[config.mk]
export PLATFORM = sky130hd
export DESIGN_NAME = apc_top
export DESIGN_NICKNAME = d
export VERILOG_FILES = /design/src/apc_pkg.sv /design/src/apc_sync2.sv /design/src/apc_axil_slave.sv /design/src/apc_top.sv
export VERILOG_INCLUDE_DIRS = /design/src
export SDC_FILE = /design/constraint.sdc
export NUM_CORES = 1
export LEC_CHECK = 0
export ABC_AREA = 1
export BUFFER_PORTS_ARGS = -buffer_cell sky130_fd_sc_hd__buf_2
export CORE_MARGIN = 1.5
export CORE_UTILIZATION = 60
export CTS_CLUSTER_DIAMETER = 40
export DETAILED_ROUTE_END_ITERATION = 6
export PLACE_DENSITY = 0.91
export SLEW_MARGIN = 40
export SYNTH_ARGS = -nofsm -noshare
export SYNTH_HDL_FRONTEND = slang
export SYNTH_HIERARCHICAL = 1
export SYNTH_SLANG_ARGS = --single-unit
[constraint.sdc]
create_clock -name ref_clk_i -period 7.45 [get_ports ref_clk_i]
set_clock_uncertainty 0.2 [all_clocks]
set_input_delay 0.3725 -clock ref_clk_i [delete_from_list [all_inputs] [get_ports ref_clk_i]]
set_output_delay 0.3725 -clock ref_clk_i [all_outputs]
set_load 0.01 [all_outputs]
[src/apc_defs.svh]
`ifndef APC_DEFS_SVH
`define APC_DEFS_SVH

// register indices; byte address is four times the index
`define APC_IDX_CTRL 16'h1D26
`define APC_IDX_PCFG 16'h1D27
`define APC_IDX_CFG3 16'h1D29
`define APC_IDX_PRET 16'h1D30
`define APC_IDX_RES 16'h1D31
`define APC_IDX_THR 16'h1D32
`define APC_IDX_STAT 16'h1D33
`define APC_IDX_MASK 16'h1D34

// control register fields
`define APC_CTRL_ON 7
`define APC_CTRL_CONTINUOUS_ENABLE 6
`define APC_CTRL_GO 0
// precharge configuration fields
`define APC_PCFG_PRECHARGE_POLARITY 7
`define APC_PCFG_INVERTED_PRECHARGE_ENABLE 6
`define APC_PCFG_GUARD_POLARITY 5
`define APC_PCFG_PRECHARGE_CAP_ONLY 1
`define APC_PCFG_DOUBLE_SAMPLE_ENABLE 0
// configuration 3 field
`define APC_CFG3_SOI 3
// status and mask fields
`define APC_ST_CONV 0
`define APC_ST_THR 1
`define APC_ST_W 2

// widths and reset values
`define APC_REG_W 8
`define APC_RES_W 10
`define APC_BYTE_RST 8'h00
`define APC_OKAY 2'h0
`define APC_SLVERR 2'h2

`endif

[src/apc_pkg.sv]
package apc_pkg;
`include "apc_defs.svh"

	// conversion sequencer states
	typedef enum logic [1:0] {ST_IDLE, ST_PRE, ST_ACQ, ST_CONV} apc_state_e;

	// one register write handed from the bus slave to the register file
	typedef struct packed {
		logic valid;
		logic [17:0] addr;
		logic [31:0] data;
		logic [3:0] strb;
	} apc_wreq_s;

	// precharge configuration fields
	typedef struct packed {
		logic precharge_polarity;
		logic inverted_precharge_enable;
		logic guard_polarity;
		logic precharge_cap_only;
		logic double_sample_enable;
	} apc_pcfg_s;
endpackage : apc_pkg

[src/apc_sync2.sv]
`timescale 1ns/1ps
// two-flop synchroniser for levels arriving from the analog side
module apc_sync2 #(
	parameter int W = 1
) (
	input wire logic ref_clk_i,
	input wire logic resetn_i,
	input wire logic [W-1:0] async_i,
	output logic [W-1:0] sync_o
);
	logic [W-1:0] meta_q; // first stage, read only by the second

	// both stages
	always_ff @(posedge ref_clk_i or negedge resetn_i)
	begin
		if (!resetn_i)
		begin
			meta_q <= '0;
			sync_o <= '0;
		end
		else
		begin
			meta_q <= async_i;
			sync_o <= meta_q;
		end
	end
endmodule : apc_sync2

[src/apc_axil_slave.sv]
`timescale 1ns/1ps
`include "apc_defs.svh"
// axi4-lite slave front end: one write and one read in flight
module apc_axil_slave
	import apc_pkg::*;
(
	input wire logic ref_clk_i,
	input wire logic resetn_i,
	input wire logic s_axi_awvalid_i,
	output logic s_axi_awready_o,
	input wire logic [17:0] s_axi_awaddr_i,
	input wire logic s_axi_wvalid_i,
	output logic s_axi_wready_o,
	input wire logic [31:0] s_axi_wdata_i,
	input wire logic [3:0] s_axi_wstrb_i,
	output logic s_axi_bvalid_o,
	input wire logic s_axi_bready_i,
	output logic [1:0] s_axi_bresp_o,
	input wire logic s_axi_arvalid_i,
	output logic s_axi_arready_o,
	input wire logic [17:0] s_axi_araddr_i,
	output logic s_axi_rvalid_o,
	input wire logic s_axi_rready_i,
	output logic [31:0] s_axi_rdata_o,
	output logic [1:0] s_axi_rresp_o,
	output apc_wreq_s wr_o,
	input wire logic wr_ok_i,
	output logic [17:0] rd_addr_o,
	output logic rd_en_o,
	input wire logic [31:0] rd_data_i,
	input wire logic rd_ok_i
);
	logic [17:0] waddr_q; // captured write address
	logic [31:0] wdata_q; // captured write data
	logic [3:0] wstrb_q; // captured strobes
	logic rpend_q; // read address taken, read response not yet accepted
	logic wfire; // both halves held, response not yet out

	// ready low means the channel item is held here
	assign wfire = !s_axi_awready_o && !s_axi_wready_o && !s_axi_bvalid_o;
	assign wr_o = '{valid: wfire, addr: waddr_q, data: wdata_q, strb: wstrb_q};
	assign rd_en_o = rpend_q && !s_axi_rvalid_o;

	////////////////////////////////////////////////////////////////////////
	// write channels: address and data taken in either order
	always_ff @(posedge ref_clk_i or negedge resetn_i)
	begin
		if (!resetn_i)
		begin
			s_axi_awready_o <= 1'b1;
			s_axi_wready_o <= 1'b1;
			s_axi_bvalid_o <= 1'b0;
			s_axi_bresp_o <= `APC_OKAY;
			waddr_q <= '0;
			wdata_q <= '0;
			wstrb_q <= '0;
		end
		else
		begin
			if (s_axi_awvalid_i && s_axi_awready_o)
			begin
				waddr_q <= s_axi_awaddr_i;
				s_axi_awready_o <= 1'b0;
			end
			if (s_axi_wvalid_i && s_axi_wready_o)
			begin
				wdata_q <= s_axi_wdata_i;
				wstrb_q <= s_axi_wstrb_i;
				s_axi_wready_o <= 1'b0;
			end
			// unmapped address answers slverr
			if (wfire)
			begin
				s_axi_bvalid_o <= 1'b1;
				s_axi_bresp_o <= wr_ok_i ? `APC_OKAY : `APC_SLVERR;
			end
			else if (s_axi_bvalid_o && s_axi_bready_i)
			begin
				s_axi_bvalid_o <= 1'b0;
				s_axi_awready_o <= 1'b1;
				s_axi_wready_o <= 1'b1;
			end
		end
	end

	////////////////////////////////////////////////////////////////////////
	// read channels: data registered one cycle after the address
	always_ff @(posedge ref_clk_i or negedge resetn_i)
	begin
		if (!resetn_i)
		begin
			s_axi_arready_o <= 1'b1;
			rpend_q <= 1'b0;
			rd_addr_o <= '0;
			s_axi_rvalid_o <= 1'b0;
			s_axi_rdata_o <= '0;
			s_axi_rresp_o <= `APC_OKAY;
		end
		else
		begin
			if (s_axi_arvalid_i && s_axi_arready_o)
			begin
				rd_addr_o <= s_axi_araddr_i;
				s_axi_arready_o <= 1'b0;
				rpend_q <= 1'b1;
			end
			if (rd_en_o)
			begin
				s_axi_rvalid_o <= 1'b1;
				s_axi_rdata_o <= rd_data_i;
				s_axi_rresp_o <= rd_ok_i ? `APC_OKAY : `APC_SLVERR;
			end
			else if (s_axi_rvalid_o && s_axi_rready_i)
			begin
				s_axi_rvalid_o <= 1'b0;
				rpend_q <= 1'b0;
				s_axi_arready_o <= 1'b1;
			end
		end
	end
endmodule : apc_axil_slave

[src/apc_top.sv]
// Operation
// - go bit reads zero when idle
// - go only starts while module is on
// - abort saves partial result, resets sequencer
// - abort sets no flag, skips computation
// - precharge polarity drives pin and capacitor oppositely
// - inverted precharge flips second double-sample cycle
// - guard ring starts at guard polarity
// - capacitor-only precharge leaves pin undriven
// - precharge config layout, read/write, resets zero
// - double sampling computes after each pair
// - continuous mode retriggers until stopped
`timescale 1ns/1ps
`include "apc_defs.svh"
module apc_top
	import apc_pkg::*;
#(
	parameter int CLK_DIV = 4, // reference cycles per converter tick
	parameter int ACQ_TICKS = 8, // acquisition length in ticks
	parameter int RES_W = `APC_RES_W // result width
) (
	input wire logic ref_clk_i,
	input wire logic resetn_i,
	input wire logic s_axi_awvalid_i,
	output logic s_axi_awready_o,
	input wire logic [17:0] s_axi_awaddr_i,
	input wire logic s_axi_wvalid_i,
	output logic s_axi_wready_o,
	input wire logic [31:0] s_axi_wdata_i,
	input wire logic [3:0] s_axi_wstrb_i,
	output logic s_axi_bvalid_o,
	input wire logic s_axi_bready_i,
	output logic [1:0] s_axi_bresp_o,
	input wire logic s_axi_arvalid_i,
	output logic s_axi_arready_o,
	input wire logic [17:0] s_axi_araddr_i,
	output logic s_axi_rvalid_o,
	input wire logic s_axi_rready_i,
	output logic [31:0] s_axi_rdata_o,
	output logic [1:0] s_axi_rresp_o,
	input wire logic comp_i, // comparator: input above trial code
	output logic [RES_W-1:0] sar_code_o, // trial code to the capacitor dac
	output logic sample_o, // sampling switch closed
	output logic cap_pre_o, // sample capacitor precharge switch on
	output logic cap_level_o, // capacitor precharge level, 1 = supply
	output logic pin_o, // analog pin precharge level
	output logic pin_oe_o, // analog pin driven
	output logic guard_o, // guard ring level
	output logic irq_o
);
	apc_wreq_s wr; // write from bus slave
	logic [17:0] rd_addr; // read address held by bus slave
	logic rd_en; // one-cycle read fetch
	logic [31:0] rd_data; // read mux
	logic comp_s; // synchronised comparator
	logic on_q, continuous_enable_q, go_q, soi_q; // control bits
	apc_pcfg_s pcfg_q; // precharge configuration
	logic [`APC_REG_W-1:0] pre_time_q; // precharge ticks
	logic [RES_W-1:0] thr_q, res_q, first_q; // threshold, result, first of pair
	logic [RES_W-1:0] sar_q, bit_q; // approximation and current trial bit
	logic [`APC_ST_W-1:0] stat_q, mask_q; // sticky flags and mask
	apc_state_e state_q;
	logic [`APC_REG_W-1:0] cnt_q; // ticks spent in current stage
	logic [$clog2(CLK_DIV+1)-1:0] div_q; // tick divider
	logic tick; // one-cycle converter tick
	logic second_q; // second conversion of a pair running
	logic wr_ctrl, go_set, go_clr, abort, done, pair_end, thr_hit, stop;
	logic [RES_W-1:0] sar_next, partial;
	logic [`APC_ST_W-1:0] ev, rd_clr;
	logic pol, guard_polarity; // effective precharge and guard polarity
	apc_state_e start_st;

	// register index of a byte address
	function automatic logic [15:0] reg_idx(input logic [17:0] a);
		reg_idx = a[17:2];
	endfunction : reg_idx

	// mapped register test, used for both bus directions
	function automatic logic reg_hit(input logic [17:0] a);
		logic [15:0] i;
		i = reg_idx(a);
		reg_hit = (i == `APC_IDX_CTRL) || (i == `APC_IDX_PCFG) || (i == `APC_IDX_CFG3) ||
			(i == `APC_IDX_PRET) || (i == `APC_IDX_RES) || (i == `APC_IDX_THR) ||
			(i == `APC_IDX_STAT) || (i == `APC_IDX_MASK);
	endfunction : reg_hit

	////////////////////////////////////////////////////////////////////////
	// bus slave and comparator synchroniser
	apc_axil_slave u_bus (
		.ref_clk_i(ref_clk_i),
		.resetn_i(resetn_i),
		.s_axi_awvalid_i(s_axi_awvalid_i),
		.s_axi_awready_o(s_axi_awready_o),
		.s_axi_awaddr_i(s_axi_awaddr_i),
		.s_axi_wvalid_i(s_axi_wvalid_i),
		.s_axi_wready_o(s_axi_wready_o),
		.s_axi_wdata_i(s_axi_wdata_i),
		.s_axi_wstrb_i(s_axi_wstrb_i),
		.s_axi_bvalid_o(s_axi_bvalid_o),
		.s_axi_bready_i(s_axi_bready_i),
		.s_axi_bresp_o(s_axi_bresp_o),
		.s_axi_arvalid_i(s_axi_arvalid_i),
		.s_axi_arready_o(s_axi_arready_o),
		.s_axi_araddr_i(s_axi_araddr_i),
		.s_axi_rvalid_o(s_axi_rvalid_o),
		.s_axi_rready_i(s_axi_rready_i),
		.s_axi_rdata_o(s_axi_rdata_o),
		.s_axi_rresp_o(s_axi_rresp_o),
		.wr_o(wr),
		.wr_ok_i(reg_hit(wr.addr)),
		.rd_addr_o(rd_addr),
		.rd_en_o(rd_en),
		.rd_data_i(rd_data),
		.rd_ok_i(reg_hit(rd_addr))
	);

	apc_sync2 #(.W(1)) u_comp (
		.ref_clk_i(ref_clk_i),
		.resetn_i(resetn_i),
		.async_i(comp_i),
		.sync_o(comp_s)
	);

	////////////////////////////////////////////////////////////////////////
	// decode and sequencer terms
	// writes are gated by strobe bit 0 only
	assign wr_ctrl = wr.valid && wr.strb[0] && (reg_idx(wr.addr) == `APC_IDX_CTRL);
	assign go_set = wr_ctrl && wr.data[`APC_CTRL_GO] && on_q;
	assign go_clr = wr_ctrl && !wr.data[`APC_CTRL_GO];
	// clearing go, or switching off, while busy is an abort
	assign abort = go_q && (go_clr || !on_q);
	assign tick = (div_q == ($bits(div_q))'(CLK_DIV - 1));
	assign sar_next = comp_s ? sar_q : (sar_q & ~bit_q);
	assign done = (state_q == ST_CONV) && tick && bit_q[0] && !abort;
	// with double sampling only the second of a pair completes the trigger
	assign pair_end = done && (!pcfg_q.double_sample_enable || second_q);
	assign thr_hit = pair_end && (sar_next > thr_q);
	assign stop = !continuous_enable_q || (soi_q && (thr_hit || stat_q[`APC_ST_THR]));
	// undecided trial bit is dropped from an aborted result
	assign partial = (state_q == ST_CONV) ? (sar_q & ~bit_q) : '0;
	// zero precharge time skips the stage, so polarity has no effect
	assign start_st = (pre_time_q != `APC_BYTE_RST) ? ST_PRE : ST_ACQ;
	assign pol = pcfg_q.precharge_polarity ^ (pcfg_q.double_sample_enable && pcfg_q.inverted_precharge_enable && second_q);
	assign guard_polarity = pcfg_q.guard_polarity ^ (pcfg_q.double_sample_enable && pcfg_q.inverted_precharge_enable && second_q);
	// flags are only raised by a finished trigger, never by an abort
	assign ev = {thr_hit, pair_end};
	assign rd_clr = (rd_en && reg_idx(rd_addr) == `APC_IDX_STAT) ? stat_q : '0;

	////////////////////////////////////////////////////////////////////////
	// configuration registers
	always_ff @(posedge ref_clk_i or negedge resetn_i)
	begin
		if (!resetn_i)
		begin
			on_q <= 1'b0;
			continuous_enable_q <= 1'b0;
			soi_q <= 1'b0;
			pcfg_q <= '0;
			pre_time_q <= `APC_BYTE_RST;
			thr_q <= '0;
			mask_q <= '0;
		end
		else if (wr.valid && wr.strb[0])
		begin
			unique case (reg_idx(wr.addr))
				`APC_IDX_CTRL:
				begin
					on_q <= wr.data[`APC_CTRL_ON];
					continuous_enable_q <= wr.data[`APC_CTRL_CONTINUOUS_ENABLE];
				end
				// bits 4..2 have no storage
				`APC_IDX_PCFG: pcfg_q <= {wr.data[`APC_PCFG_PRECHARGE_POLARITY], wr.data[`APC_PCFG_INVERTED_PRECHARGE_ENABLE],
					wr.data[`APC_PCFG_GUARD_POLARITY], wr.data[`APC_PCFG_PRECHARGE_CAP_ONLY], wr.data[`APC_PCFG_DOUBLE_SAMPLE_ENABLE]};
				`APC_IDX_CFG3: soi_q <= wr.data[`APC_CFG3_SOI];
				`APC_IDX_PRET: pre_time_q <= wr.data[`APC_REG_W-1:0];
				`APC_IDX_THR: thr_q <= wr.data[RES_W-1:0];
				`APC_IDX_MASK: mask_q <= wr.data[`APC_ST_W-1:0];
				default: ; // read-only or unmapped
			endcase
		end
	end

	////////////////////////////////////////////////////////////////////////
	// read mux; unused bits read zero
	always_comb
	begin
		rd_data = '0;
		unique case (reg_idx(rd_addr))
			`APC_IDX_CTRL:
			begin
				rd_data[`APC_CTRL_ON] = on_q;
				rd_data[`APC_CTRL_CONTINUOUS_ENABLE] = continuous_enable_q;
				rd_data[`APC_CTRL_GO] = go_q;
			end
			`APC_IDX_PCFG:
			begin
				rd_data[`APC_PCFG_PRECHARGE_POLARITY] = pcfg_q.precharge_polarity;
				rd_data[`APC_PCFG_INVERTED_PRECHARGE_ENABLE] = pcfg_q.inverted_precharge_enable;
				rd_data[`APC_PCFG_GUARD_POLARITY] = pcfg_q.guard_polarity;
				rd_data[`APC_PCFG_PRECHARGE_CAP_ONLY] = pcfg_q.precharge_cap_only; // gap stays zero
				rd_data[`APC_PCFG_DOUBLE_SAMPLE_ENABLE] = pcfg_q.double_sample_enable;
			end
			`APC_IDX_CFG3: rd_data[`APC_CFG3_SOI] = soi_q;
			`APC_IDX_PRET: rd_data[`APC_REG_W-1:0] = pre_time_q;
			`APC_IDX_RES: rd_data[RES_W-1:0] = res_q;
			`APC_IDX_THR: rd_data[RES_W-1:0] = thr_q;
			`APC_IDX_STAT: rd_data[`APC_ST_W-1:0] = stat_q;
			`APC_IDX_MASK: rd_data[`APC_ST_W-1:0] = mask_q;
			default: rd_data = '0;
		endcase
	end

	////////////////////////////////////////////////////////////////////////
	// converter tick divider, restarted by each go write while on, not by continuous retriggers
	always_ff @(posedge ref_clk_i or negedge resetn_i)
	begin
		if (!resetn_i)
			div_q <= '0;
		else if (go_set || tick)
			div_q <= '0;
		else
			div_q <= div_q + 1'b1;
	end

	////////////////////////////////////////////////////////////////////////
	// conversion sequencer: go bit, stages, approximation, result
	always_ff @(posedge ref_clk_i or negedge resetn_i)
	begin
		if (!resetn_i)
		begin
			state_q <= ST_IDLE;
			go_q <= 1'b0;
			second_q <= 1'b0;
			cnt_q <= '0;
			sar_q <= '0;
			bit_q <= '0;
			res_q <= '0;
			first_q <= '0;
		end
		else if (abort)
		begin
			// partial result kept, no flags, sequencer reset
			res_q <= partial;
			state_q <= ST_IDLE;
			go_q <= 1'b0;
			second_q <= 1'b0;
			sar_q <= '0;
			bit_q <= '0;
		end
		else
		begin
			unique case (state_q)
				ST_IDLE:
					if (go_set)
					begin
						go_q <= 1'b1;
						state_q <= start_st;
						cnt_q <= '0;
					end
				ST_PRE:
					if (tick)
					begin
						cnt_q <= (cnt_q == pre_time_q - 1'b1) ? '0 : cnt_q + 1'b1;
						if (cnt_q == pre_time_q - 1'b1)
							state_q <= ST_ACQ;
					end
				ST_ACQ:
					if (tick)
					begin
						cnt_q <= (cnt_q == (`APC_REG_W)'(ACQ_TICKS - 1)) ? '0 : cnt_q + 1'b1;
						if (cnt_q == (`APC_REG_W)'(ACQ_TICKS - 1))
						begin
							state_q <= ST_CONV;
							bit_q <= {1'b1, {(RES_W-1){1'b0}}};
							sar_q <= {1'b1, {(RES_W-1){1'b0}}};
						end
					end
				ST_CONV:
					if (tick && !bit_q[0])
					begin
						bit_q <= bit_q >> 1;
						sar_q <= sar_next | (bit_q >> 1);
					end
					else if (done)
					begin
						res_q <= sar_next;
						sar_q <= '0;
						bit_q <= '0;
						cnt_q <= '0;
						if (!pair_end)
						begin
							// first of a pair: keep it, run the second
							first_q <= sar_next;
							second_q <= 1'b1;
							state_q <= start_st;
						end
						else if (stop)
						begin
							second_q <= 1'b0;
							go_q <= 1'b0;
							state_q <= ST_IDLE;
						end
						else
						begin
							second_q <= 1'b0;
							state_q <= start_st;
						end
					end
			endcase
		end
	end

	////////////////////////////////////////////////////////////////////////
	// sticky flags; a new event wins over a read clear
	always_ff @(posedge ref_clk_i or negedge resetn_i)
	begin
		if (!resetn_i)
		begin
			stat_q <= '0;
			irq_o <= 1'b0;
		end
		else
		begin
			stat_q <= (stat_q & ~rd_clr) | ev;
			irq_o <= |(((stat_q & ~rd_clr) | ev) & mask_q);
		end
	end

	////////////////////////////////////////////////////////////////////////
	// analog switch outputs, registered from stage and polarity
	always_ff @(posedge ref_clk_i or negedge resetn_i)
	begin
		if (!resetn_i)
		begin
			cap_pre_o <= 1'b0;
			cap_level_o <= 1'b0;
			pin_o <= 1'b0;
			pin_oe_o <= 1'b0;
			guard_o <= 1'b0;
			sample_o <= 1'b0;
			sar_code_o <= '0;
		end
		else
		begin
			cap_pre_o <= (state_q == ST_PRE);
			cap_level_o <= (state_q == ST_PRE) && !pol;
			pin_oe_o <= (state_q == ST_PRE) && !pcfg_q.precharge_cap_only;
			pin_o <= (state_q == ST_PRE) && !pcfg_q.precharge_cap_only && pol;
			// guard starts at its polarity and holds through the cycle
			guard_o <= (state_q != ST_IDLE) && guard_polarity;
			sample_o <= (state_q == ST_ACQ);
			sar_code_o <= sar_q;
		end
	end
endmodule : apc_top

======== After elaboration in Yosys (flattened, before gate mapping) ========
Cells that the tools add are included.
storage, ports and cells
  flip-flop bits (word level) ............. 161
  latch bits .............................. 0
  memory bits (writable) .................. 0
  ROM bits ................................ 0
  input port bits ......................... 80
  memories ................................ 0
cells by class
  add/subtract/negate cells ............... 3
  multiply operators ...................... 0
  div/mod/pow operators ................... 0
  $lt $le $gt $ge ......................... 1
  eq/ne operators ......................... 38
  shifts and indexed selects .............. 0
  multiplexer cells ....................... 75
  bitwise gates (word level) .............. 10
  reduce and logical (&&, ||, !) cells .... 80
operators with widths
  cell                  number
  $eq 16x13->1 const B  16
  $mux 10               13
  $mux 8                7
  $pmux 10 s2           2
  $pmux 8 s4            1
  $logic_and 1x1->1     28
  $mux 2                14
  $mux 1                27
  $ne 3x3->1 const B    9
  $logic_or 1x1->1      19
  $logic_not 1->1       12
  $ne 2x2->1 const B    6
  $reduce_and 2->1      6
  $reduce_and 6->1      2
  $and 10x10->10        1
  $gt 10x10->1          1
  $not 10->10           1
  $or 10x9->10          1
  $pmux 2 s5            1
  $reduce_bool 2->1     5
  $add 8x1->8 const B   1
  $eq 8x3->1 const B    1
  $eq 8x8->1            1
  $pmux 1 s4            2
  25 further kinds      30

======== Logic depth before layout (Yosys ltp) ========
  word-level depth ........................ 21
  gate-level depth with buffers ........... 19
  mapped depth without buffers ............ 18

======== Modules after synthesis ========
Netlist, hierarchy kept.
by module, submodules not included
  module          times used  cells an instance  area an instance (µm²)  seq. area each (µm²)
  apc_top         1           624                5,034.8                 2,302.2
  apc_axil_slave  1           485                4,521.8                 2,806.4
  apc_sync2       1           2                  50.0                    50.0

======== Worst setup path after synthesis ========
OpenSTA, ideal clock, no wires.
  path kind ............................... register -> register
  start point ............................. reg u_bus.s_axi_awready_o
  end point ............................... reg cnt_q[3]
  library setup time ...................... 0.118 ns
  arrival ................................. 2.074 ns
  required time ........................... 7.132 ns
  slack ................................... 5.058 ns
  cell stages (with the launch flop) ...... 17
  period minus slack after synthesis ...... 2.392 ns
  cell sequence ........................... dfstp_2 buf_4 nor2_1 nand2_1 inv_1 buf_4 nand2_1 inv_1 nand3_2 nand2_2 nand2_4 inv_2 nor2_1 nand2_4 nor3_2 xor2_1 nor2_1
on the way
  longest elaborated chain between the ends .. 12
  elaborated cells on any way between the ends .. 16
  those cells by class .................... eq/ne (2); bitwise (1); reduce/logical (13)
RTL lines
  element                                line                  text
  start: declaration                     apc_axil_slave.sv:10  output logic s_axi_awready_o,
  start signal: assignment               apc_axil_slave.sv:50  s_axi_awready_o <= 1'b1;
  start signal: assignment               apc_axil_slave.sv:63  s_axi_awready_o <= 1'b0;
  start signal: assignment               apc_axil_slave.sv:80  s_axi_awready_o <= 1'b1;
  $logic_not 1->1 (*)                    apc_axil_slave.sv:40  assign wfire = !s_axi_awready_o && !s_axi_wready_o && !s_axi_bvalid_o;
  $logic_and 1x1->1 (*) (2 in a row)     apc_axil_slave.sv:40
  via u_bus.wfire                        apc_axil_slave.sv:37  logic wfire;
  $logic_and 1x1->1 (*) (2 in a row)     apc_top.sv:127        assign wr_ctrl = wr.valid && wr.strb[0] && (reg_idx(wr.addr) == `APC_IDX_CTRL);
  $logic_and 1x1->1                      apc_top.sv:129        assign go_clr = wr_ctrl && !wr.data[`APC_CTRL_GO];
  $logic_or 1x1->1                       apc_top.sv:131        assign abort = go_q && (go_clr || !on_q);
  $logic_and 1x1->1                      apc_top.sv:131
  $logic_not 1->1                        apc_top.sv:134        assign done = (state_q == ST_CONV) && tick && bit_q[0] && !abort;
  $logic_and 1x1->1                      apc_top.sv:134
  $ne 2x2->1 (no source line)            n/a
  $reduce_and 6->1 (no source line) (*)  n/a
  end signal: assignment                 apc_top.sv:263        cnt_q <= (cnt_q == pre_time_q - 1'b1) ? '0 : cnt_q + 1'b1;
  end signal: assignment                 apc_top.sv:270        cnt_q <= (cnt_q == (`APC_REG_W)'(ACQ_TICKS - 1)) ? '0 : cnt_q + 1'b1;
  end: declaration                       apc_top.sv:63         logic [`APC_REG_W-1:0] cnt_q;
The timed path passes the listed nets; every way through them passes the cells marked *.
A chain may end at the register's enable or synchronous reset.

==> flow_summary.yaml <==
run_status:
  run_status: "complete, but fails checks"
  violations: "negative hold slack"
power_and_ir_drop:
  p_switching_w: 0.000921
  p_clk_share_pct: 29.9
  seq_power_share_pct: 48.4
  swShare_pct: 33.7
  p_int_w: 0.00181
  combPwrFrac_pct: 21.7
  powerDensity_nw_per_um2: 272
  ir_worst_vdd_v: 0.000172
  leakage_nw: 5.23
floorplanning:
  dieHeight_microns: 122
  dieArea_sq_um: 14900
  start_util_pct: 61.3
  die_w_microns: 122
  rows: 43
  boundaryPins: 138
  core_sq_um: 13800
sta:
  tightest_slew_ps: 712
  holdWs_ps: -11.0
  finalCriticalPeriod_ps: 2880
  timing.final.crit_share_pct: 38.7
  final-max-slew-violation-count: 0
  rsz0062_at_grt: "no"
  setup_ws_ps: 4570
  setup_tns_ps: 0
  hold_viol_final: 1
  relSlewSlack_pct: 52.5
  fmax_mhz: 347
  setup_viol: 0
synthesis:
  yosys_warnings: 6
  syn-cell-area_sq_um: 8480
  syn_area_per_cell_sq_um: 8.55
  syn_inst: 992
layout:
  drive_above_1_share_pct: 15.7
  syn_to_final_growth_pct: 18.5
  stdcell_area_sq_um: 10000
  nets: 1249
  antenna_cells: 0
clocking:
  cts_root_buf: "clkbuf_16"
  clockBufferDepth: 2
  clock_latency_ps: 440
  cts_setup_buffers: 0
  numCtsBuffers: 17
  htree_levels: 4
  tritoncts: "yes"
  cts_num_sinks: 177
  path_clk_slew_ps: 60
hold_path:
  hp-class: "in -> reg"
setup_path:
  crit_arrival_ps: 3020
  crit_type: "reg -> reg"
  cpMaxStageDelayCell: "dfstp_2"
  cpMostUsedCell: "nand2_1"
  path_max_fanout: 20
  startpoint_type: "flip-flop"
  critPathRequiredTime_ps: 7590
  critical_path.max_stage_delay_ps: 750
  cp-end-kind: "flip-flop"
  crit_path_cell_trace: "nor2_1, nand2_1, inv_1, nand2_1, inv_1, nand3_2, nand2_2, nand2_4, inv_2, nor3_1, nand2_1, o22ai_1"
placement:
  portBuffers: 106
  placed_area_sq_um: 9060
  gp_congestion: 0.898
  dp.final_hpwl_microns: 13000
  dpl_worst_slack_ps: 4650
flow_run:
  max-cap-violations: 0
routing:
  first_pass_iters: 6
  drt_iter0_drc: 763
  drc_errors: 0
  detail_route.vias_per_cell: 5.44
  wirelength_microns: 19900
  vias: 7311
  ant_nets: 0
  wl_per_cell_microns: 14.8
global_routing:
  antenna_found_initial: 0
  grt_pass1_wl_microns: 33300
  grt_max_degree: 98
  grt_pass1_vias: 7144
  grtUsageTotal_pct: 28.9
  grt_overflow: 0
[cell usage in the layout (no fill, tap or decap), types with 4 or more instances in the layout]
cell and n:
o22ai_1 27, inv_1 118, nand2_1 284, dlygate4sd3_1 45
nor4_1 7, xor2_1 15, clkbuf_16 17, dfrtp_1 174
o221ai_1 11, inv_2 6, clkinv_2 4, nand3_1 81
nor2_1 69, nor3_1 9, ha_1 19, nand2_2 17
conb_1 24, buf_2 105, clkinvlp_4 5, o21ai_0 36
nand4_1 13, a31oi_1 4, a21oi_1 23
[critical path: cells and delay by family (launching register included)]
kind	cells	cell delay [ps]
buffers and inverters	3	280
AO/OA/AOI/OAI	1	280
flip-flops	1	750
AND/OR/NAND/NOR	8	1250
[routing by layer]
metal  track usage, %  wire length, microns
met1             36.9                  8240
met2             47.6                  9650
met3             6.93                  1420
met4             11.5                   539
met5                0                     0
[power by group through the flow]
stage / combinational [W] / clock (W) / sequential [W]
global placement: 0.000538 / 0 / 0.00132
detailed placement: 0.000563 / 0 / 0.00133
global route: 0.000674 / 0.000875 / 0.00135
CTS: 0.000585 / 0.000828 / 0.00131
finish: 0.000593 / 0.000819 / 0.00132
floorplan: 0.000433 / 0 / 0.00132
[layout make-up]
cell class,count,area (sq um)
clock buffers,21,460
clock inverters,11,81.3
fillers,933,3780
inverters,129,493
multi-input cells,673,3350
flip-flops and latches,177,4430
well taps,180,225
repair buffers,152,1000
[flip-flops by register name, indices dropped and copies added (netlist names), 8 cells and up]
register and cells:
u_bus/s_axi_rdata_o 32, u_bus/rd_addr_o 16, u_bus/waddr_q 16, bit_q 10
res_q 10, sar_code_o 10, sar_q 10, thr_q 10
u_bus/wdata_q 10, cnt_q 8, pre_time_q 8
[worst paths after layout]
check	startpoint	to	slack, ps	cells past startpoint
max in group asynchronous	resetn_i	u_bus/waddr_q[4]$_DFFE_PN0P_	5570	3
min reg2reg	u_comp/meta_q$_DFF_PN0_	u_comp/sync_o$_DFF_PN0_	160	0
min in group asynchronous	resetn_i	sar_q[2]$_DFFE_PN0P_	340	2
min	s_axi_awaddr_i[16]	u_bus/waddr_q[16]$_DFFE_PN0P_	-10	3
max reg2reg	u_bus/s_axi_awready_o$_DFF_PN1_	sar_q[6]$_DFFE_PN0P_	4570	12
max	u_bus/s_axi_awready_o$_DFF_PN1_	sar_q[6]$_DFFE_PN0P_	4570	12
[timing repair]
action | CTS | global route
hold buffers | 45 | 0
gates resized for setup | 0 | 0
endpoints found under the hold margin | 141 | 0
[stage by stage]
step | cells | power [W] | util (%)
CTS | 1343 | 0.00273 | 72.7
detailed placement | 1266 | 0.00189 | 65.5
floorplan | 1014 | 0.00175 | -
global route | 1343 | 0.00290 | 72.7
global placement | 1266 | 0.00186 | 65.4
finish | 1343 | 0.00273 | 72.7
(Power assumes the default switching activity.)
